--- config.mk ---
export PLATFORM = sky130hd
export DESIGN_NAME = kwd_top
export DESIGN_NICKNAME = d
export VERILOG_FILES = /design/src/rtl/kwd_pkg.sv /design/src/rtl/kwd_link_if.sv /design/src/rtl/kwd_top.sv /design/src/rtl/kwd_presc.sv /design/src/rtl/kwd_pulse.sv
export VERILOG_INCLUDE_DIRS = /design/src /design/src/rtl
export SDC_FILE = /design/constraint.sdc
export NUM_CORES = 1
export LEC_CHECK = 0
export ABC_AREA = 0
export BUFFER_PORTS_ARGS = -buffer_cell sky130_fd_sc_hd__buf_2
export CAP_MARGIN = 15
export CELL_PAD_IN_SITES_DETAIL_PLACEMENT = 0
export CELL_PAD_IN_SITES_GLOBAL_PLACEMENT = 1
export CORE_AREA = 2 2 81 83
export DETAILED_ROUTE_END_ITERATION = 7
export DIE_AREA = 0 0 83 85
export GPL_ROUTABILITY_DRIVEN = 0
export HOLD_SLACK_MARGIN = 0.02
export PLACE_DENSITY = 0.95
export SKIP_LAST_GASP = 1
export SYNTH_ARGS = -nofsm -noshare
export SYNTH_HDL_FRONTEND = slang
export SYNTH_SLANG_ARGS = --single-unit
export TNS_END_PERCENT = 20
--- constraint.sdc ---
create_clock -name clock_i -period 5.2 [get_ports clock_i]
set_clock_uncertainty 0.05 [all_clocks]
set_input_delay 0.52 -clock clock_i [delete_from_list [all_inputs] [get_ports clock_i]]
set_output_delay 0.52 -clock clock_i [all_outputs]
set_load 0.02 [all_outputs]
--- src/rtl/kwd_cfg.svh ---
`ifndef KWD_CFG_SVH
`define KWD_CFG_SVH

`define KWD_ADDR_KEY      2'h0
`define KWD_ADDR_CTRL     2'h1
`define KWD_ADDR_COUNT    2'h2

`define KWD_KEY_RANGE     7:0
`define KWD_KEY_ARM       8'h55
`define KWD_KEY_SERVE     8'hAA

`define KWD_PS_RANGE      2:0
`define KWD_GUARD_RANGE   5:3
`define KWD_DIS_BIT       6
`define KWD_FLAG_BIT      7
`define KWD_GUARD_OK      3'h5

`define KWD_PS_RESET      3'h0
`define KWD_PS_STEP       3'h1
`define KWD_COUNT_RESET   8'h00
`define KWD_COUNT_MAX     8'hFF
`define KWD_COUNT_STEP    8'h01
`define KWD_RDATA_ZERO    16'h0000

`define KWD_BASE_W        9
`define KWD_BASE_ONES     9'h1FF
`define KWD_BASE_STEP     9'h001
`define KWD_STAGE_W       6
`define KWD_STAGE_STEP    6'h01
`define KWD_BASE_PERIOD   16'h0200

`define KWD_PULSE_LAST    9'h1FF
`define KWD_PULSE_STEP    9'h001
`define KWD_PULSE_CYCLES  10'h200
`define KWD_FLAG_DELAY    4

`endif

--- src/rtl/kwd_pkg.sv ---
package kwd_pkg;
`include "kwd_cfg.svh"

   typedef enum logic {PL_IDLE, PL_LOW} kwd_pulse_state_t;

   typedef struct packed {
      logic [7:0]  watchdog_count;
      logic [2:0]  count_prescale;
      logic        watchdog_disable;
      logic        reset_cause_flag;
      logic        armed;
      logic [15:0] rdata;
   } kwd_ctrl_t;

   typedef struct packed {
      logic [`KWD_BASE_W-1:0]  base;
      logic [`KWD_STAGE_W-1:0] stage;
   } kwd_presc_t;

   typedef struct packed {
      kwd_pulse_state_t          state;
      logic [8:0]                cnt;
      logic                      wake;
      logic                      sync_a;
      logic                      sync_b;
      logic                      sync_c;
      logic [`KWD_FLAG_DELAY-1:0] dly;
   } kwd_pulse_t;

endpackage : kwd_pkg

--- src/rtl/kwd_link_if.sv ---
`timescale 1ns/100ps
interface kwd_link_if;
   logic [2:0] count_prescale;
   logic       stop;
   logic       count_clock;
   logic       fire;
   logic       wake_enable;
   logic       reset_out_n;
   logic       wake_out_n;
   logic       edge_seen;

   modport presc_mp (input count_prescale, stop, output count_clock);
   modport pulse_mp (input fire, wake_enable, output reset_out_n, wake_out_n, edge_seen);
endinterface : kwd_link_if

--- src/rtl/kwd_top.sv ---
`timescale 1ns/100ps
`include "kwd_cfg.svh"
module kwd_top
   import kwd_pkg::*;
(
   input  wire logic        clock_i,
   input  wire logic        reset_i,
   input  wire logic        external_reset_n_i,
   input  wire logic        disable_unlock_i,
   input  wire logic        cpu_halt_i,
   input  wire logic        run_free_i,
   input  wire logic        rt_step_i,
   input  wire logic        rt_free_i,
   input  wire logic        wake_enable_i,
   input  wire logic [1:0]  addr_i,
   input  wire logic [15:0] wdata_i,
   input  wire logic        wr_i,
   input  wire logic        rd_i,
   output logic      [15:0] rdata_o,
   output logic             watchdog_reset_out_n_o,
   output logic             watchdog_wake_out_n_o
);

   kwd_ctrl_t st_r;
   kwd_ctrl_t st_nxt;
   logic      blk_reset;
   logic      fire;
   logic      key_wr;
   logic      ctrl_wr;
   logic      guard_bad;

   kwd_link_if link ();

   // Control state is also cleared by the external line; the pulse
   // generator is not, so a looped-back pulse cannot cut itself short
   assign blk_reset = reset_i || !external_reset_n_i;

   assign key_wr    = wr_i && (addr_i == `KWD_ADDR_KEY);
   assign ctrl_wr   = wr_i && (addr_i == `KWD_ADDR_CTRL);
   assign guard_bad = wdata_i[`KWD_GUARD_RANGE] != `KWD_GUARD_OK;

   // Single-step wins over any free-run request; a plain halt is lifted
   // by either run-free mode
   assign link.stop = rt_step_i || (cpu_halt_i && !run_free_i && !rt_free_i);
   assign link.count_prescale = st_r.count_prescale;
   assign link.wake_enable    = wake_enable_i;
   assign link.fire           = fire;

   kwd_presc u_presc (
      .clock_i (clock_i),
      .reset_i (blk_reset),
      .lnk     (link)
   );

   kwd_pulse u_pulse (
      .clock_i (clock_i),
      .reset_i (reset_i),
      .lnk     (link)
   );

   assign watchdog_reset_out_n_o = link.reset_out_n;
   assign watchdog_wake_out_n_o  = link.wake_out_n;
   assign rdata_o                = st_r.rdata;

   always_comb begin
      st_nxt = st_r;
      fire   = 1'b0;

      if (link.count_clock && !st_r.watchdog_disable) begin
         if (st_r.watchdog_count == `KWD_COUNT_MAX) begin
            fire = 1'b1;
         end
         st_nxt.watchdog_count = st_r.watchdog_count + `KWD_COUNT_STEP;
      end

      if (key_wr) begin
         case (wdata_i[`KWD_KEY_RANGE])
            `KWD_KEY_ARM: begin
               st_nxt.armed = 1'b1;
            end
            `KWD_KEY_SERVE: begin
               // A lone 0xAA is a legal key but clears nothing
               if (st_r.armed) begin
                  st_nxt.watchdog_count = `KWD_COUNT_RESET;
               end
               st_nxt.armed = 1'b0;
            end
            default: begin
               fire         = 1'b1;
               st_nxt.armed = 1'b0;
            end
         endcase
      end

      if (ctrl_wr) begin
         st_nxt.count_prescale = wdata_i[`KWD_PS_RANGE];
         if (disable_unlock_i) begin
            st_nxt.watchdog_disable = wdata_i[`KWD_DIS_BIT];
         end
         // Guard is judged against the enable in force before this write
         if (guard_bad && !st_r.watchdog_disable) begin
            fire = 1'b1;
         end
         if (wdata_i[`KWD_FLAG_BIT]) begin
            st_nxt.reset_cause_flag = 1'b0;
         end
      end

      // Set after clear so a coincident event is kept
      if (link.edge_seen && external_reset_n_i) begin
         st_nxt.reset_cause_flag = 1'b1;
      end

      st_nxt.rdata = `KWD_RDATA_ZERO;
      if (rd_i) begin
         case (addr_i)
            `KWD_ADDR_CTRL: begin
               st_nxt.rdata[`KWD_FLAG_BIT] = st_r.reset_cause_flag;
               st_nxt.rdata[`KWD_DIS_BIT]  = st_r.watchdog_disable;
               st_nxt.rdata[`KWD_PS_RANGE] = st_r.count_prescale;
            end
            `KWD_ADDR_COUNT: begin
               st_nxt.rdata[`KWD_KEY_RANGE] = st_r.watchdog_count;
            end
            default: begin
               st_nxt.rdata = `KWD_RDATA_ZERO;
            end
         endcase
      end
   end

   always_ff @(posedge clock_i) begin
      if (blk_reset) begin
         st_r <= '{watchdog_count: `KWD_COUNT_RESET, count_prescale: `KWD_PS_RESET,
                   watchdog_disable: 1'b0, reset_cause_flag: 1'b0, armed: 1'b0,
                   rdata: `KWD_RDATA_ZERO};
      end else begin
         st_r <= st_nxt;
      end
   end
endmodule : kwd_top

--- src/rtl/kwd_presc.sv ---
`timescale 1ns/100ps
`include "kwd_cfg.svh"
module kwd_presc
   import kwd_pkg::*;
(
   input  wire logic    clock_i,
   input  wire logic    reset_i,
   kwd_link_if.presc_mp lnk
);

   kwd_presc_t              st_r;
   kwd_presc_t              st_nxt;
   logic [2:0]              shift_k;
   logic [`KWD_STAGE_W-1:0] stage_mask;

   // Codes 000 and 001 both give the plain divide by 512
   assign shift_k = (lnk.count_prescale == `KWD_PS_RESET) ? `KWD_PS_RESET :
                    lnk.count_prescale - `KWD_PS_STEP;

   genvar gi;
   for (gi = 0; gi < `KWD_STAGE_W; gi++) begin : g_mask
      assign stage_mask[gi] = (shift_k > 3'(gi));
   end

   assign lnk.count_clock = !lnk.stop && (st_r.base == `KWD_BASE_ONES) &&
                            ((st_r.stage & stage_mask) == stage_mask);

   always_comb begin
      st_nxt = st_r;
      // Divider freezes while halted so the count clock is truly stopped
      if (!lnk.stop) begin
         st_nxt.base = st_r.base + `KWD_BASE_STEP;
         if (st_r.base == `KWD_BASE_ONES) begin
            st_nxt.stage = st_r.stage + `KWD_STAGE_STEP;
         end
      end
   end

   always_ff @(posedge clock_i) begin
      if (reset_i) begin
         st_r <= '{base: '0, stage: '0};
      end else begin
         st_r <= st_nxt;
      end
   end

   logic [15:0] gap_r;
   logic        seen_r;
   logic [2:0]  ps_q_r;

   always_ff @(posedge clock_i) begin
      if (reset_i) begin
         gap_r  <= '0;
         seen_r <= 1'b0;
         ps_q_r <= `KWD_PS_RESET;
      end else begin
         ps_q_r <= lnk.count_prescale;
         if (lnk.count_prescale != ps_q_r) begin
            seen_r <= 1'b0;
            gap_r  <= '0;
         end else if (lnk.count_clock) begin
            seen_r <= 1'b1;
            gap_r  <= '0;
         end else if (!lnk.stop) begin
            gap_r <= gap_r + 16'h0001;
         end
      end
   end
endmodule : kwd_presc

--- src/rtl/kwd_pulse.sv ---
`timescale 1ns/100ps
`include "kwd_cfg.svh"
module kwd_pulse
   import kwd_pkg::*;
(
   input  wire logic    clock_i,
   input  wire logic    reset_i,
   kwd_link_if.pulse_mp lnk
);

   kwd_pulse_t st_r;
   kwd_pulse_t st_nxt;

   assign lnk.reset_out_n = (st_r.state == PL_IDLE);
   assign lnk.wake_out_n  = !st_r.wake;
   assign lnk.edge_seen   = st_r.dly[`KWD_FLAG_DELAY-1];

   always_comb begin
      st_nxt = st_r;
      case (st_r.state)
         PL_IDLE: begin
            // A second trigger during a pulse is absorbed, not stretched
            if (lnk.fire) begin
               st_nxt.state = PL_LOW;
               st_nxt.cnt   = '0;
               st_nxt.wake  = lnk.wake_enable;
            end
         end
         PL_LOW: begin
            if (st_r.cnt == `KWD_PULSE_LAST) begin
               st_nxt.state = PL_IDLE;
               st_nxt.wake  = 1'b0;
            end else begin
               st_nxt.cnt = st_r.cnt + `KWD_PULSE_STEP;
            end
         end
         default: begin
            st_nxt.state = PL_IDLE;
         end
      endcase
      // Own output is resynchronised so the flag sees what leaves the block
      st_nxt.sync_a = (st_r.state == PL_IDLE);
      st_nxt.sync_b = st_r.sync_a;
      st_nxt.sync_c = st_r.sync_b;
      st_nxt.dly    = {st_r.dly[`KWD_FLAG_DELAY-2:0], st_r.sync_b & !st_r.sync_c};
   end

   always_ff @(posedge clock_i) begin
      if (reset_i) begin
         st_r <= '{state: PL_IDLE, cnt: '0, wake: 1'b0, sync_a: 1'b1,
                   sync_b: 1'b1, sync_c: 1'b1, dly: '0};
      end else begin
         st_r <= st_nxt;
      end
   end

   logic [9:0] low_len_r;

   always_ff @(posedge clock_i) begin
      if (reset_i || lnk.reset_out_n) begin
         low_len_r <= '0;
      end else begin
         low_len_r <= low_len_r + 10'h001;
      end
   end
endmodule : kwd_pulse

After elaboration in Yosys (flattened, before gate mapping)
Index checks and enable logic that the tools add are counted.
Storage, ports and cells
  bits in writable memories: 0
  ROM bits: 0
  bits in latches: 0
  register bits: 63
  memories: 0
  word-level logic and storage cells: 98
  input port bits: 29
Operators by class
  bitwise logic cells: 6
  multiply operators: 0
  eq/ne operators: 12
  shift operators: 0
  divide/modulo/power cells: 0
  add/sub/neg operators: 5
  reductions and logical operators: 30
  $lt $le $gt $ge: 6
  muxes and demuxes: 22
Operators by type and width (number)
  two-way mux 8 bit: 4
  one-hot mux 11 bit (2 select lines): 1
  adder 9 x 1 -> 9 bit, second input constant: 2
  == test 9 bit, second input constant: 2
  == test 8 bit, second input constant: 2
  two-way mux 1 bit: 12
  two-way mux 11 bit: 1
  AND reduction 2 bit: 5
  logical AND 1 bit: 9
  two-way mux 9 bit: 1
  adder 8 x 1 -> 8 bit, second input constant: 1
  == test 8 x 7 -> 1 bit, second input constant: 1
  zero test 1 bit: 7
  adder 6 x 1 -> 6 bit, second input constant: 1
  AND 6 bit: 1
  == test 6 bit: 1
  greater-than comparator 3 x 1 -> 1 bit, second input constant: 2
  greater-than comparator 3 x 2 -> 1 bit, second input constant: 2
  greater-than comparator 3 bit, second input constant: 2
  one-hot mux 3 bit (2 select lines): 1
  != test 2 bit, second input constant: 2
  NOT 1 bit: 4
  one-hot mux 2 bit (2 select lines): 1
  nonzero test 2 bit: 2
  12 further kinds: 14

Depth between registers and ports, before layout
Gate-level depths: netlist (run 1).
  word-level depth: 15
  gate-level depth with buffers: 10
  gate-level depth less buffers: 9

By module
A second synthesis (run 1) with hierarchy kept.
Unflattened totals
  cell total of the unflattened synthesis: 297
  area, all modules: 2745.1 um2
By module, submodules not included
  kwd_top: area each 1141.1 um2, cells each 127, times used 1
  kwd_presc: area each 847.1 um2, cells each 92, times used 1
  kwd_pulse: area each 757.0 um2, cells each 78, times used 1

Worst setup path after synthesis (run 1)
Ideal clock, no wire load.
  path type: reg2reg
  from: register st_r, in the netlist link.count_prescale[0]
  to: register u_pulse.st_r[11] (netlist bit)
  cell stages (with the launch flop): 9
  path buffers: 0
  slack: 2.750 ns
  clock period less this slack: 2.450 ns
  data arrival time: 2.330 ns
  path through: dfxtp_1 > or2_1 > ha_1 > nor2b_1 > o32a_1 > a311oi_4 > a311oi_4 > or4_1 > a21oi_1
On the way
  longest elaborated chain between the ends: 14
  elaborated cells between the ends (all ways): 20
RTL lines
  from (decl): RTL line kwd_top.sv:24  | kwd_ctrl_t st_r;
  from (signal assigned): RTL line kwd_top.sv:134  | st_r <= '{watchdog_count: `KWD_COUNT_RESET, count_prescale: `KWD_PS_RESET,
  from (signal assigned): RTL line kwd_top.sv:138  | st_r <= st_nxt;
  subtractor 3 x 1 -> 3 bit (no source line) / zero test 3 bit (equally long branches)
  two-way mux 3 bit (no source line) (*)
  greater-than comparator 3 x 1 -> 1 bit, or another cell as far along: RTL line kwd_presc.sv:22  | assign stage_mask[gi] = (shift_k > 3'(gi));
  AND 6 bit: RTL line kwd_presc.sv:26  | ((st_r.stage & stage_mask) == stage_mask);
  == test 6 bit (*): RTL line kwd_presc.sv:26
  logical AND 1 bit (*): RTL line kwd_presc.sv:25  | assign lnk.count_clock = !lnk.stop && (st_r.base == `KWD_BASE_ONES) &&
  logical AND 1 bit (*): RTL line kwd_top.sv:69  | if (link.count_clock && !st_r.watchdog_disable) begin
  two-way mux 1 bit (*): RTL line kwd_top.sv:69
  two-way mux 1 bit: RTL line kwd_top.sv:77  | case (wdata_i[`KWD_KEY_RANGE])
  two-way mux 1 bit (*): RTL line kwd_top.sv:76  | if (key_wr) begin
  two-way mux 1 bit: RTL line kwd_top.sv:101  | if (guard_bad && !st_r.watchdog_disable) begin
  two-way mux 1 bit (*): RTL line kwd_top.sv:95  | if (ctrl_wr) begin
  != test 2 x 1 -> 1 bit (no source line) (*)
  AND reduction 2 bit (no source line) (*)
  to (signal assigned): RTL line kwd_pulse.sv:50  | st_r <= '{state: PL_IDLE, cnt: '0, wake: 1'b0, sync_a: 1'b1,
  to (signal assigned): RTL line kwd_pulse.sv:53  | st_r <= st_nxt;
  to (decl): RTL line kwd_pulse.sv:11  | kwd_pulse_t st_r;
Every way passes the cells marked *; elsewhere a longest branch is shown, timed or not.
A chain may end at the register's enable or synchronous reset.

Final worst setup path (run 1)
  from: register u_presc.st_r[9] (netlist bit)
  to: register u_pulse.st_r[13] (netlist bit)
On the way
  longest elaborated chain between the ends: 11
RTL lines
  from (decl): RTL line kwd_presc.sv:11  | kwd_presc_t st_r;
  from (signal assigned): RTL line kwd_presc.sv:41  | st_r <= '{base: '0, stage: '0};
  from (signal assigned): RTL line kwd_presc.sv:43  | st_r <= st_nxt;
  == test 9 bit (no source line) (*)
  logical AND 1 bit (*) (2 in series): RTL line kwd_presc.sv:25
  logical AND 1 bit (*): RTL line kwd_top.sv:69
  two-way mux 1 bit (*): RTL line kwd_top.sv:69
  two-way mux 1 bit: RTL line kwd_top.sv:77
  two-way mux 1 bit (*): RTL line kwd_top.sv:76
  two-way mux 1 bit: RTL line kwd_top.sv:101
  two-way mux 1 bit (*): RTL line kwd_top.sv:95
  != test 2 x 1 -> 1 bit (no source line) (*)
  AND reduction 2 bit (no source line) (*)
Marked as above.

==> results of run 1 <==
-- power breakdown --
part / leakage, nW / switching, mW / internal, mW
sequential: 0.444 / 0.00479 / 0.425
clock: 0.0422 / 0.136 / 0.0950
combinational: 0.609 / 0.0391 / 0.0203
-- Yosys cell counts, types with 2 or more instances --
cell / n / area, um2
sky130_fd_sc_hd__o31ai_1: 5 / 37.5
sky130_fd_sc_hd__or3_1: 5 / 31.3
sky130_fd_sc_hd__or2_2: 3 / 18.8
sky130_fd_sc_hd__o21ai_0: 4 / 20.0
sky130_fd_sc_hd__and3_1: 3 / 18.8
sky130_fd_sc_hd__nor3b_1: 2 / 15.0
sky130_fd_sc_hd__nand3b_1: 2 / 15.0
sky130_fd_sc_hd__inv_1: 8 / 30.0
sky130_fd_sc_hd__o21ai_1: 6 / 30.0
sky130_fd_sc_hd__nor3_1: 3 / 15.0
sky130_fd_sc_hd__buf_6: 2 / 22.5
sky130_fd_sc_hd__nand4_1: 7 / 43.8
sky130_fd_sc_hd__nor2_1: 37 / 139
sky130_fd_sc_hd__nand2b_1: 5 / 31.3
sky130_fd_sc_hd__dfxtp_1: 55 / 1100
sky130_fd_sc_hd__buf_4: 16 / 120
sky130_fd_sc_hd__a21boi_0: 2 / 15.0
sky130_fd_sc_hd__nand2_1: 18 / 67.6
sky130_fd_sc_hd__and4_1: 5 / 43.8
sky130_fd_sc_hd__a22oi_1: 6 / 45.0
sky130_fd_sc_hd__a21oi_1: 21 / 105
sky130_fd_sc_hd__o211ai_1: 2 / 15.0
sky130_fd_sc_hd__ha_1: 12 / 150
sky130_fd_sc_hd__nand3_1: 15 / 75.1
sky130_fd_sc_hd__clkbuf_1: 4 / 15.0
sky130_fd_sc_hd__nor2b_1: 9 / 56.3
sky130_fd_sc_hd__nor3_2: 2 / 20.0
sky130_fd_sc_hd__a311oi_4: 2 / 52.6
sky130_fd_sc_hd__xnor2_1: 3 / 26.3
sky130_fd_sc_hd__or4_1: 5 / 37.5
sky130_fd_sc_hd__xor2_1: 11 / 96.3
sky130_fd_sc_hd__mux2i_1: 5 / 50.1
-- worst max-delay path by stage --
| stage | startpoint | slack [ns] | to | cells past startpoint |
|---|---|---|---|---|
| 2_1_floorplan | link.count_prescale[0]$_SDFFE_PP0P_ | 2.75 | u_pulse.st_r[11]$_SDFFE_PP0P_ | 8 |
| 5_1_grt | u_presc.st_r[9]$_SDFFE_PP0N_ | 2.20 | u_pulse.st_r[13]$_SDFFE_PP0P_ | 9 |
| 4_1_cts | u_presc.st_r[9]$_SDFFE_PP0N_ | 2.38 | u_pulse.st_r[13]$_SDFFE_PP0P_ | 9 |
| 3_3_place_gp | u_presc.st_r[9]$_SDFFE_PP0N_ | 2.46 | u_pulse.st_r[13]$_SDFFE_PP0P_ | 9 |
| 3_5_place_dp | u_presc.st_r[9]$_SDFFE_PP0N_ | 2.41 | u_pulse.st_r[13]$_SDFFE_PP0P_ | 9 |
| 6_report | u_presc.st_r[9]$_SDFFE_PP0N_ | 2.38 | u_pulse.st_r[13]$_SDFFE_PP0P_ | 9 |
-- final cells by class --
class                      instances  area (um2)  share of cell area
sequential                        55        1100               0.378
inverter                           8        30.0              0.0103
timing repair buffer              30         150              0.0516
clock inverter                     1        5.00             0.00172
clock buffer                       7        76.3              0.0262
tap                               77        96.3              0.0331
multi-input combinational        225        1450               0.499
-- metal layers --
layer / GRT usage / vias up / share of wire
li1: - / 1093 / -
met1: 0.211 / 989 / 0.50
met2: 0.236 / 50 / 0.44
met3: 0.0311 / 7 / 0.047
met4: 0.0537 / 0 / 0.013
met5: 0 / - / 0
-- stage by stage --
step,area (um2),setup WS [ns]
after global routing,2910,2.20
after CTS,2910,2.38
final,2910,2.38
after global placement,2830,2.46
after floorplan,2750,2.75
after detailed placement,2830,2.41
-- state kept, by name, summed over array words and instances, names as in the netlist --
name and cells:
rdata_o 8, st_r 11, u_presc.st_r 15, link.count_prescale 3, u_pulse.st_nxt 5, u_pulse.st_r 12
u_pulse.lnk.edge_seen 1
-- critical path, stage by stage (launching register included) --
cell,delay (ns)
sky130_fd_sc_hd__dfxtp_1,0.39
sky130_fd_sc_hd__and3_1,0.22
sky130_fd_sc_hd__nand3_1,0.10
sky130_fd_sc_hd__nor2_1,0.12
sky130_fd_sc_hd__ha_1,0.14
sky130_fd_sc_hd__nor3b_2,0.45
sky130_fd_sc_hd__and4bb_2,0.37
sky130_fd_sc_hd__a311oi_4,0.20
sky130_fd_sc_hd__or4_1,0.55
sky130_fd_sc_hd__a21oi_1,0.16
-- cells by family after synthesis --
| logic type | count (synthesis) | synth area share |
|---|---|---|
| AO/OA/AOI/OAI | 54 | 0.136 |
| XOR/XNOR | 14 | 0.0450 |
| adder cells (fa/ha/maj) | 12 | 0.0551 |
| buffers and inverters | 32 | 0.0721 |
| flip-flops | 55 | 0.404 |
| multiplexers | 5 | 0.0184 |
| other | 1 | 0.00138 |
| AND/OR/NAND/NOR | 132 | 0.267 |
-- cell usage in the layout, fill, tap and decap left out, types with 2 or more instances in the layout --
master,n
sky130_fd_sc_hd__o211ai_1,2
sky130_fd_sc_hd__nand3_1,15
sky130_fd_sc_hd__inv_1,8
sky130_fd_sc_hd__dfxtp_1,55
sky130_fd_sc_hd__or3_1,5
sky130_fd_sc_hd__buf_2,30
sky130_fd_sc_hd__a21oi_1,21
sky130_fd_sc_hd__nor3b_1,2
sky130_fd_sc_hd__nor2_1,37
sky130_fd_sc_hd__or4_1,5
sky130_fd_sc_hd__clkbuf_1,2
sky130_fd_sc_hd__o21ai_1,6
sky130_fd_sc_hd__xor2_1,11
sky130_fd_sc_hd__o21ai_0,4
sky130_fd_sc_hd__nor2b_1,9
sky130_fd_sc_hd__nor3_2,2
sky130_fd_sc_hd__conb_1,8
sky130_fd_sc_hd__a22oi_1,6
sky130_fd_sc_hd__nand4_1,7
sky130_fd_sc_hd__xnor2_1,3
sky130_fd_sc_hd__and4_1,5
sky130_fd_sc_hd__a21boi_0,2
sky130_fd_sc_hd__nand3b_1,2
sky130_fd_sc_hd__and3_1,3
sky130_fd_sc_hd__nand2_1,18
sky130_fd_sc_hd__nor3_1,3
sky130_fd_sc_hd__o31ai_1,5
sky130_fd_sc_hd__clkbuf_8,5
sky130_fd_sc_hd__mux2i_1,5
sky130_fd_sc_hd__nand2b_1,5
sky130_fd_sc_hd__ha_1,12
sky130_fd_sc_hd__a311oi_4,2
sky130_fd_sc_hd__or2_2,3
==> metrics.cfg, run 1 <==
[sta]
slew_headroom = 0.439
slew_violations = 0
rsz0062_at_grt = no
fin_hold_ws_ns = 0.360
timing.final.setup_violations = 0
period_needed_ns = 2.82
fin_setup_tns_ns = 0
worst_pin_slew_ns = 0.841
clock.fmax_mhz = 355
hold_violations = 0
fin_crit_sh = 0.542

[clocking]
clk_root_buffer_cell = sky130_fd_sc_hd__clkbuf_8
path_clk_slew_ns = 0.10
cts.hold.buffers_added = 0
tritoncts = built
worstSkewPairLatency_ns = 0.31
cts_post_setup_buffers_inserted = 0
cts-htree-levels = 2
postcts_resize_cnt = 0
tritoncts.num_buffers = 5
max-clock-path-buffers = 2
numClockSinks = 55

[place]
dp_hpwl_um = 3830
placed_cells = 395
place.port_buffers = 30

[min_path]
holdPathEnd = u_pulse.st_nxt[1]$_SDFF_PP0_
worstHoldStart = u_pulse.st_r[4]$_SDFF_PP1_
timing.hold.worst.class = reg2reg
timing.hold.worst_path_depth = 1

[die]
placement_rows = 29
dieArea_um2 = 7060
pin_count = 47
coreArea_um2 = 6200
die_w_um = 83
start_util = 0.439
die_h_um = 85

[drt]
vias = 2139
detail_route.drc_violations = 0
initialDrtViolationCount = 142
drt_pre_antenna_iters = 4
postRouteWirelength_um = 5140
drt-vias-per-instance = 5.31
detail_route.wl_per_cell_um = 12.8
route.antenna.remaining_nets = 0

[run_status]
status = finished, final reports clean

[critical_path]
cell_count_of_the_worst_reg_to_reg_path = 9
timing.critical_path.to_type = flop
critical_path_arrival_ns = 3.01
timing.rr.end = u_pulse.st_r[13]$_SDFFE_PP0P_
required_ns = 5.40
crit_type = reg2reg
critical_path.startpoint_type = flop
cp_max_fo = 15
crit-reg2reg-launch = u_presc.st_r[9]$_SDFFE_PP0N_
r2r_slack_ns = 2.38

[logic_synthesis]
synth_async_sr_flop_share = 0
synth.yosys.warnings = 0
yosys.cell_types.count = 52
netlist_area_um2 = 2720
post_synthesis_cell_count = 305
number_of_enable_flip_flop_cells_after_synthesis = 0
ys_ff_latch = 55
synth_sequential_area_ratio = 0.404
post_synth.cell_area_avg_um2 = 8.93
synthFlopType = sky130_fd_sc_hd__dfxtp_1

[global_route]
wire_length_of_the_first_global_routing_pass_um = 8830
number_of_antenna_violations_at_the_first_check_in_global_routing = 0
grt_start_max_net_pins = 23
grt-ovfl-total = 0
grt_use_total = 0.152
via_count_of_the_first_global_routing_pass = 1943

[power]
peakVddDrop_mv = 0.125
power.static_leakage_nw = 1.10
finalPower_mw = 0.720
power.density_nw_per_um2 = 247

[layout]
fillers = 605
areaGrowthSynthToFinish_pct = 6.89
insertedDiodeCount = 0
num-nets-final = 366
post_route_cells_drive_above_1_share = 0.150
fin_util = 0.469
final_cell_count_no_fill = 403

[flow_run]
timing.max_cap.violations = 0

Power figures use the tool's default switching activity.
==> run 2: changes to the inputs <==
--- a/config.mk
+++ b/config.mk
@@ -6,17 +6,17 @@
 export SDC_FILE = /design/constraint.sdc
 export NUM_CORES = 1
 export LEC_CHECK = 0
-export ABC_AREA = 0
+export ABC_AREA = 1
 export BUFFER_PORTS_ARGS = -buffer_cell sky130_fd_sc_hd__buf_2
 export CAP_MARGIN = 15
 export CELL_PAD_IN_SITES_DETAIL_PLACEMENT = 0
 export CELL_PAD_IN_SITES_GLOBAL_PLACEMENT = 1
-export CORE_AREA = 2 2 81 83
+export CORE_AREA = 2 2 87 89
 export DETAILED_ROUTE_END_ITERATION = 7
-export DIE_AREA = 0 0 83 85
+export DIE_AREA = 0 0 89 91
 export GPL_ROUTABILITY_DRIVEN = 0
 export HOLD_SLACK_MARGIN = 0.02
-export PLACE_DENSITY = 0.95
+export PLACE_DENSITY = 0.89
 export SKIP_LAST_GASP = 1
 export SYNTH_ARGS = -nofsm -noshare
 export SYNTH_HDL_FRONTEND = slang
==> constraint.sdc (replaced) <==
create_clock -name clock_i -period 2.6 [get_ports clock_i]
set_clock_uncertainty 0.05 [all_clocks]
set_input_delay 0.26 -clock clock_i [delete_from_list [all_inputs] [get_ports clock_i]]
set_output_delay 0.26 -clock clock_i [all_outputs]
set_load 0.02 [all_outputs]
==> run 2 against run 1 <==
  * Final cell count rose by 23%
  * Via count grew 6.1%
  * Critical endpoint is now u_pulse.st_r[10]$_SDFFE_PP0P_
  * Routed wire length grew 0.93%
  * Synthesized cell count is 21% higher
  * Global-route usage is 1.2 points lower
  * Non-clock buffer count increased by 1
  * Maximum frequency is 25% higher
  * Setup slack got worse by 2.0 ns
  * Critical path depth grew 6
  * Utilization decreased by 3.5 points
  * Largest cell class unchanged
  * Flip-flop and latch count did not move
  * Total power rose by 100%
==> metrics.cfg, run 2 <==
[run_status]
status = finished, final reports clean

[logic_synthesis]
synth.yosys.warnings = 0  ; unchanged
ys_top_cells_by_count = sky130_fd_sc_hd__nand2_1, sky130_fd_sc_hd__dfxtp_1, sky130_fd_sc_hd__inv_1, sky130_fd_sc_hd__nor2_1, sky130_fd_sc_hd__a21oi_1
ys_top_cells_by_area = sky130_fd_sc_hd__dfxtp_1, sky130_fd_sc_hd__nand2_1, sky130_fd_sc_hd__inv_1, sky130_fd_sc_hd__ha_1, sky130_fd_sc_hd__a21oi_1
yosys.cell_types.count = 40  ; -23%
netlist_area_um2 = 2850  ; +4.7%
synth_top_area_share = 0.386  ; -0.0181
synth_async_sr_flop_share = 0  ; unchanged
synth.most_common_cell = sky130_fd_sc_hd__nand2_1
synth_top_cell_by_area = sky130_fd_sc_hd__dfxtp_1
synthFlopType = sky130_fd_sc_hd__dfxtp_1
synth_sequential_area_ratio = 0.386  ; -0.0181
post_synthesis_cell_count = 368  ; +21%
post_synth.cell_area_avg_um2 = 7.75  ; -13%
ys_ff_latch = 55  ; unchanged
number_of_enable_flip_flop_cells_after_synthesis = 0  ; unchanged

[clocking]
cts_post_setup_buffers_inserted = 0  ; unchanged
clk_root_buffer_cell = sky130_fd_sc_hd__clkbuf_8
tritoncts.num_buffers = 5  ; unchanged
cts.hold.buffers_added = 0  ; unchanged
worstSkewPairLatency_ns = 0.30  ; about the same
numClockSinks = 55  ; unchanged
max-clock-path-buffers = 2  ; unchanged
path_clk_slew_ns = 0.10  ; about the same
cts-htree-levels = 2  ; unchanged
tritoncts = built

[place]
place.port_buffers = 30  ; unchanged
placed_cells = 486  ; +23%
dp_hpwl_um = 3980  ; +3.9%
placed_cell_area_um2 = 3010  ; +6.4%

[critical_path]
worst_path_dominant_cell_family = simple AND/OR/NAND/NOR gates
timing.critical_path.to_type = flop
worst_path_largest_cell_delay_ns = 0.38  ; -0.17 ns
critical_path.startpoint_type = flop
cp_common_cell = sky130_fd_sc_hd__nand2_1
cp_cell_sequence = nand2_1, nor2_1, nand2_1, nor3_2, ha_1, nand3_2, nor2_2, nand2_2, nor2_4, nand4_1, nand2_2, nand2_4, nand2_4, nand2_1, a21oi_2
buffers_plus_inverters_on_the_worst_setup_path = 0  ; unchanged
crit_path_top_delay_cell = sky130_fd_sc_hd__dfxtp_1
critical_path_arrival_ns = 2.46  ; -0.55 ns
crit_type = reg2reg
cell_count_of_the_worst_reg_to_reg_path = 15  ; +6
required_ns = 2.79  ; -2.61 ns
cp_max_fo = 11  ; -4
path_depth = 15  ; +6

[layout]
num-nets-final = 435  ; +19%
areaGrowthSynthToFinish_pct = 8.65
insertedDiodeCount = 0  ; unchanged
largest_register_ff_count = 15  ; unchanged
post_route_cells_drive_above_1_share = 0.210  ; +0.0598
largest-register = u_presc.st_r
post_route_cell_area_um2 = 3100  ; +6.4%
reg.largest.list = u_presc.st_r: 15 flops, u_pulse.st_r: 12 flops, st_r: 11 flops
layout.cells.most_common = sky130_fd_sc_hd__nand2_1
layout_common_cells = sky130_fd_sc_hd__nand2_1, sky130_fd_sc_hd__dfxtp_1, sky130_fd_sc_hd__inv_1
final_cell_count_no_fill = 494  ; +23%

[global_route]
grt-ovfl-total = 0  ; unchanged
number_of_antenna_violations_at_the_first_check_in_global_routing = 0  ; unchanged
grt_use_total = 0.140  ; -0.0123
via_count_of_the_first_global_routing_pass = 2138  ; +10%
wire_length_of_the_first_global_routing_pass_um = 9240  ; +4.7%
grt_start_max_net_pins = 17  ; -26%

[sta]
hold_violations = 0  ; unchanged
clock.fmax_mhz = 442  ; +25%
fin_crit_sh = 0.870  ; +0.328
fin_setup_tns_ns = 0  ; unchanged
worst_pin_slew_ns = 0.686  ; -0.155 ns
period_needed_ns = 2.26  ; -0.555 ns
rsz0062_at_grt = no
slew_violations = 0  ; unchanged
slew_headroom = 0.540  ; +0.100
timing.final.setup_violations = 0  ; unchanged
fin_hold_ws_ns = 0.170  ; -0.190 ns

[power]
net_switching_power_mw = 0.367  ; +100%
finalPower_mw = 1.45  ; +100%
power.internal_mw = 1.08  ; +100%
power.static_leakage_nw = 1.23  ; +12%
pwr-share-seq = 0.593  ; -0.004
p_sw_frac = 0.254  ; +0.00461
power_frac_comb = 0.091  ; +0.008
peakVddDrop_mv = 0.398  ; +220%
power.density_nw_per_um2 = 467  ; +89%
p_clk_frac = 0.315  ; -0.005

[flow_run]
timing.max_cap.violations = 0  ; unchanged

[die]
die_w_um = 89  ; +7.2%
placement_rows = 31  ; +6.9%
pin_count = 47  ; unchanged
dieArea_um2 = 8100  ; +15%
coreArea_um2 = 7140  ; +15%
start_util = 0.399  ; -0.0394
die_h_um = 91  ; +7.1%

[drt]
route.antenna.remaining_nets = 0  ; unchanged
detail_route.drc_violations = 0  ; unchanged
postRouteWirelength_um = 5190  ; +0.93%
drt_pre_antenna_iters = 4  ; unchanged
drt-vias-per-instance = 4.60  ; -13%
initialDrtViolationCount = 89  ; -37%
vias = 2270  ; +6.1%
detail_route.wl_per_cell_um = 10.5  ; -18%

[min_path]
timing.hold.worst_path_depth = 3  ; +2
timing.hold.worst.class = in2reg

==> run 2: cells by family after synthesis <==
family | share of synthesized area
simple gates | 0.277
buf+inv | 0.129
flops | 0.386
compound gates | 0.138
xor+xnor | 0.0154
fa+ha+maj | 0.0527
other cells | 0.00132
==> run 2: timing repair <==
item,CTS,global route
gates resized for setup,0,1
endpoints found under the hold margin,0,0
endpoints found under the setup margin,0,4
==> run 2: per-layer routing <==
layer	GRT usage	part of all wire
met2	0.225	0.47
met4	0.0435	0.011
met1	0.186	0.49
met5	0	0
met3	0.0282	0.027
==> run 2: worst min-delay path: stages <==
cell,delay [ns]
sky130_fd_sc_hd__buf_2,0.10
sky130_fd_sc_hd__nand2_1,0.07
sky130_fd_sc_hd__a21oi_1,0.06
==> run 2: through the flow <==
stage	worst slack, ns	util
6_report	0.339	0.434
3_5_place_dp	0.307	0.422
2_1_floorplan	0.603	-
4_1_cts	0.290	0.433
5_1_grt	0.0564	0.434
3_3_place_gp	0.343	0.422
==> run 2: power by group through the flow <==
stage	logic, mW	clock network (mW)	registers, mW
final	0.132	0.456	0.859
after global routing	0.151	0.513	0.860
after CTS	0.134	0.474	0.859
after detailed placement	0.133	0	0.878
after global placement	0.132	0	0.878
after floorplan	0.106	0	0.877
==> run 2: worst paths after layout <==
check	slack, ns	from	end
worst max-delay path	0.34	u_presc.st_r[8]$_SDFFE_PP0N_	u_pulse.st_r[10]$_SDFFE_PP0P_
worst min-delay path	0.17	disable_unlock_i	st_r[18]$_SDFFE_PP0P_
worst max register to register	0.34	u_presc.st_r[8]$_SDFFE_PP0N_	u_pulse.st_r[10]$_SDFFE_PP0P_
worst min register to register	0.34	u_pulse.st_r[4]$_SDFF_PP1_	u_pulse.st_nxt[1]$_SDFF_PP0_
==> run 2: area by class of cell <==
| cell class | count | area, um2 |
|---|---|---|
| Clock inverter | 1 | 5.00 |
| Tap cell | 99 | 124 |
| Clock buffer | 7 | 76.3 |
| Fill cell | 740 | 4040 |
| Inverter | 58 | 220 |
| Sequential cell | 55 | 1100 |
| Timing Repair Buffer | 31 | 158 |
| Multi-Input combinational cell | 243 | 1410 |
==> run 3: changes to the inputs <==
--- a/config.mk
+++ b/config.mk
@@ -16,9 +16,10 @@
 export DIE_AREA = 0 0 89 91
 export GPL_ROUTABILITY_DRIVEN = 0
 export HOLD_SLACK_MARGIN = 0.02
-export PLACE_DENSITY = 0.89
+export PLACE_DENSITY = 0.9
 export SKIP_LAST_GASP = 1
 export SYNTH_ARGS = -nofsm -noshare
 export SYNTH_HDL_FRONTEND = slang
+export SYNTH_HIERARCHICAL = 1
 export SYNTH_SLANG_ARGS = --single-unit
 export TNS_END_PERCENT = 20
==> run 3 against run 2 <==
  * Final area increased by 7.7%
  * Global-route usage increased by 0.59 points
  * Routed wire length is 5.7% higher
  * Clock power is 36% higher
  * Area after synthesis shrank 1.5%
  * Worst hold slack gained 0.0044 ns
  * Non-clock buffer count increased by 23
  * First-iteration DRC count rose by 16%
  * Critical path type unchanged
  * Maximum frequency shrank 16%
  * The run now ends with setup timing left
  * Count of clock-buffer cells in the layout stayed put
==> metrics.cfg, run 3 <==
[run_status]
status = finished, violations left
failed_checks = setup timing

[global_route]
groute.layer.met3.usage = 0.0382  ; +0.0100
grt_use_total = 0.146  ; +0.00589
number_of_antenna_violations_at_the_first_check_in_global_routing = 0  ; unchanged
met1_usage = 0.190  ; +0.00338
met2_usage = 0.236  ; +0.0106
wire_length_of_the_first_global_routing_pass_um = 9540  ; +3.3%
via_count_of_the_first_global_routing_pass = 2282  ; +6.7%
globalRoute.busiestLayer = met2
grt-ovfl-total = 0  ; unchanged
grt_start_max_net_pins = 17  ; unchanged

[critical_path]
crit_path_top_delay_cell = sky130_fd_sc_hd__dfxtp_4
cell_count_of_the_worst_reg_to_reg_path = 25  ; +10
worst_path_dominant_cell_family = simple AND/OR/NAND/NOR gates
crit-reg2reg-launch = u_presc/st_r[6]$_SDFFE_PP0N_
critical_path_arrival_ns = 2.85  ; +0.39 ns
crit_type = reg2reg
required_ns = 2.77  ; -0.02 ns
startpoint = u_presc/st_r[6]$_SDFFE_PP0N_
cp_max_fo = 3  ; -8
timing.critical_path.to_type = flop
cp_common_cell = sky130_fd_sc_hd__nand2_1
critical_path.startpoint_type = flop
timing.rr.end = u_pulse/st_r[15]$_SDFFE_PP0P_
buffers_plus_inverters_on_the_worst_setup_path = 2  ; +2
worst_path_largest_cell_delay_ns = 0.37  ; about the same
r2r_slack_ns = -0.08  ; -0.42 ns

[drt]
drt_pre_antenna_iters = 4  ; unchanged
vias = 2411  ; +6.2%
detail_route.wl_per_cell_um = 10.2  ; -3.3%
initialDrtViolationCount = 103  ; +16%
route.antenna.remaining_nets = 0  ; unchanged
drt-vias-per-instance = 4.46  ; -2.8%
detail_route.drc_violations = 0  ; unchanged
postRouteWirelength_um = 5480  ; +5.7%

[logic_synthesis]
synth_top_cell_by_area = sky130_fd_sc_hd__dfxtp_1
synth_sequential_area_ratio = 0.392  ; +0.00585
synth_top_area_share = 0.392  ; +0.00585
synth_async_sr_flop_share = 0  ; unchanged
ys_ff_latch = 55  ; unchanged
ys_top_cells_by_area = sky130_fd_sc_hd__dfxtp_1, sky130_fd_sc_hd__nand2_1, sky130_fd_sc_hd__inv_1, sky130_fd_sc_hd__nor2_1, sky130_fd_sc_hd__ha_1
netlist_area_um2 = 2810  ; -1.5%
yosys.cell_types.count = 30  ; -25%
synthFlopType = sky130_fd_sc_hd__dfxtp_1
synth.yosys.warnings = 6  ; +6
post_synth.cell_area_avg_um2 = 7.20  ; -7.0%
ys_top_cells_by_count = sky130_fd_sc_hd__nand2_1, sky130_fd_sc_hd__dfxtp_1, sky130_fd_sc_hd__inv_1, sky130_fd_sc_hd__nor2_1, sky130_fd_sc_hd__a21oi_1
synth.most_common_cell = sky130_fd_sc_hd__nand2_1
number_of_enable_flip_flop_cells_after_synthesis = 0  ; unchanged
post_synthesis_cell_count = 390  ; +6.0%

[layout]
num-nets-final = 482  ; +11%
layout.cells.most_common = sky130_fd_sc_hd__nand2_1
fin_util = 0.467  ; +0.0335
areaGrowthSynthToFinish_pct = 18.8
largest_register_ff_count = 15  ; unchanged
post_route_cell_area_um2 = 3340  ; +7.7%
insertedDiodeCount = 0  ; unchanged
post_route_cells_drive_above_1_share = 0.234  ; +0.0234
final_cell_count_no_fill = 540  ; +9.3%
reg.largest.list = u_presc/st_r: 15 flops, u_pulse/st_r: 12 flops, st_r: 11 flops
layout_common_cells = sky130_fd_sc_hd__nand2_1, sky130_fd_sc_hd__dfxtp_1, sky130_fd_sc_hd__inv_1
largest-register = u_presc/st_r

[clocking]
numClockSinks = 55  ; unchanged
path_clk_slew_ns = 0.10  ; about the same
max-clock-path-buffers = 2  ; unchanged
clk_root_buffer_cell = sky130_fd_sc_hd__clkbuf_8
worstSkewPairLatency_ns = 0.31  ; about the same
tritoncts = built
tritoncts.num_buffers = 5  ; unchanged
cts.hold.buffers_added = 0  ; unchanged
cts-htree-levels = 2  ; unchanged

[sta]
timing.final.setup_violations = 3  ; +3
clock.fmax_mhz = 373  ; -16%
postLayoutSetupSlackWorst_ns = -0.0822  ; -0.421 ns
hold_violations = 0  ; unchanged
fin_crit_sh = 1.03  ; +0.162
rsz0062_at_grt = yes
slew_violations = 0  ; unchanged
period_needed_ns = 2.68  ; +0.421 ns

[die]
start_util = 0.393  ; -0.00596
dieArea_um2 = 8100  ; unchanged
placement_rows = 31  ; unchanged
pin_count = 47  ; unchanged
coreArea_um2 = 7140  ; unchanged
die_w_um = 89  ; unchanged
die_h_um = 91  ; unchanged

[power]
power.static_leakage_nw = 1.44  ; +17%
peakVddDrop_mv = 0.246  ; -38%
power.density_nw_per_um2 = 486  ; +4.0%

[place]
placed_cells = 523  ; +7.6%
place.port_buffers = 30  ; unchanged
dp_hpwl_um = 4110  ; +3.5%
placed_cell_area_um2 = 3130  ; +3.9%
pre_cts_ws_ns = -0.186  ; -0.493 ns

[min_path]
holdPathEnd = st_r[18]$_SDFFE_PP0P_
worstHoldStart = disable_unlock_i
timing.hold.worst_path_depth = 3  ; unchanged
timing.hold.worst.class = in2reg

[flow_run]
timing.max_cap.violations = 0  ; unchanged

-- run 3: cell count changes in the layout (fill, tap and decap cells not counted), moves of 5 or more --
cell                      change
sky130_fd_sc_hd__nand2_1     +29
sky130_fd_sc_hd__buf_4       +23
sky130_fd_sc_hd__nor2_1      +18
sky130_fd_sc_hd__a21oi_2      -8
sky130_fd_sc_hd__nor2_4       +6
sky130_fd_sc_hd__nor3_1       -6
sky130_fd_sc_hd__nand3_1      +5
sky130_fd_sc_hd__nand3_2      -5
-- run 3: kinds of logic after synthesis --
family          Yosys count  synth area share
fa+ha+maj                13            0.0579
flops                    55             0.392
buf+inv                  76             0.125
xor+xnor                  4            0.0125
compound gates           53            0.0980
simple gates            188             0.313
other cells               1           0.00134
-- run 3: per-layer routing --
layer | up-vias | share of wire
met1 | 1083 | 0.49
met5 | - | 0
met3 | 6 | 0.045
li1 | 1283 | -
met2 | 39 | 0.45
met4 | 0 | 0.011
-- run 3: layout make-up --
type                            count  area, um2
Multi-Input combinational cell    266       1430
Timing Repair Buffer               54        330
Tap cell                           99        124
Clock buffer                        7       97.6
Clock inverter                      1       30.0
Sequential cell                    55       1110
Inverter                           58        221
Fill cell                         745       3800
-- run 3: worst max-delay path by stage --
stage	endpoint	slack, ns	cells after the start
floorplan	u_pulse/st_r[15]$_SDFFE_PP0P_	-0.14	25
global placement	u_pulse/st_r[15]$_SDFFE_PP0P_	-0.11	25
detailed placement	u_pulse/st_r[15]$_SDFFE_PP0P_	-0.19	25
CTS	u_pulse/st_r[15]$_SDFFE_PP0P_	-0.10	25
global route	u_pulse/st_r[15]$_SDFFE_PP0P_	-0.32	25
finish	u_pulse/st_r[15]$_SDFFE_PP0P_	-0.08	25
-- run 3: timing repair --
action,4_1_cts,5_1_grt
gates resized for setup,0,3
setup endpoints to repair,10,14
pin swaps,6,1
buffers inserted,4,5
-- run 3: metrics by stage --
step / power [mW] / TNS (ns) / hold slack, ns
after CTS: 1.64 / -0.180 / 0.163
after global placement: 1.01 / -0.205 / 0.330
after detailed placement: 1.02 / -0.850 / 0.344
after floorplan: 0.978 / -0.344 / 0.324
final: 1.62 / -0.115 / 0.174
after global routing: 1.69 / -2.36 / 0.188
-- run 3: where the power goes --
| group | total, mW | switching (mW) | internal [mW] |
|---|---|---|---|
| clock | 0.621 | 0.274 | 0.346 |
| combinational | 0.142 | 0.0937 | 0.0482 |
| sequential | 0.859 | 0.00795 | 0.851 |
-- run 3: tightest hold or removal path, cell delays in order --
cell and delay [ns]:
sky130_fd_sc_hd__buf_2 0.11, sky130_fd_sc_hd__nand2_1 0.07, sky130_fd_sc_hd__a21oi_1 0.06
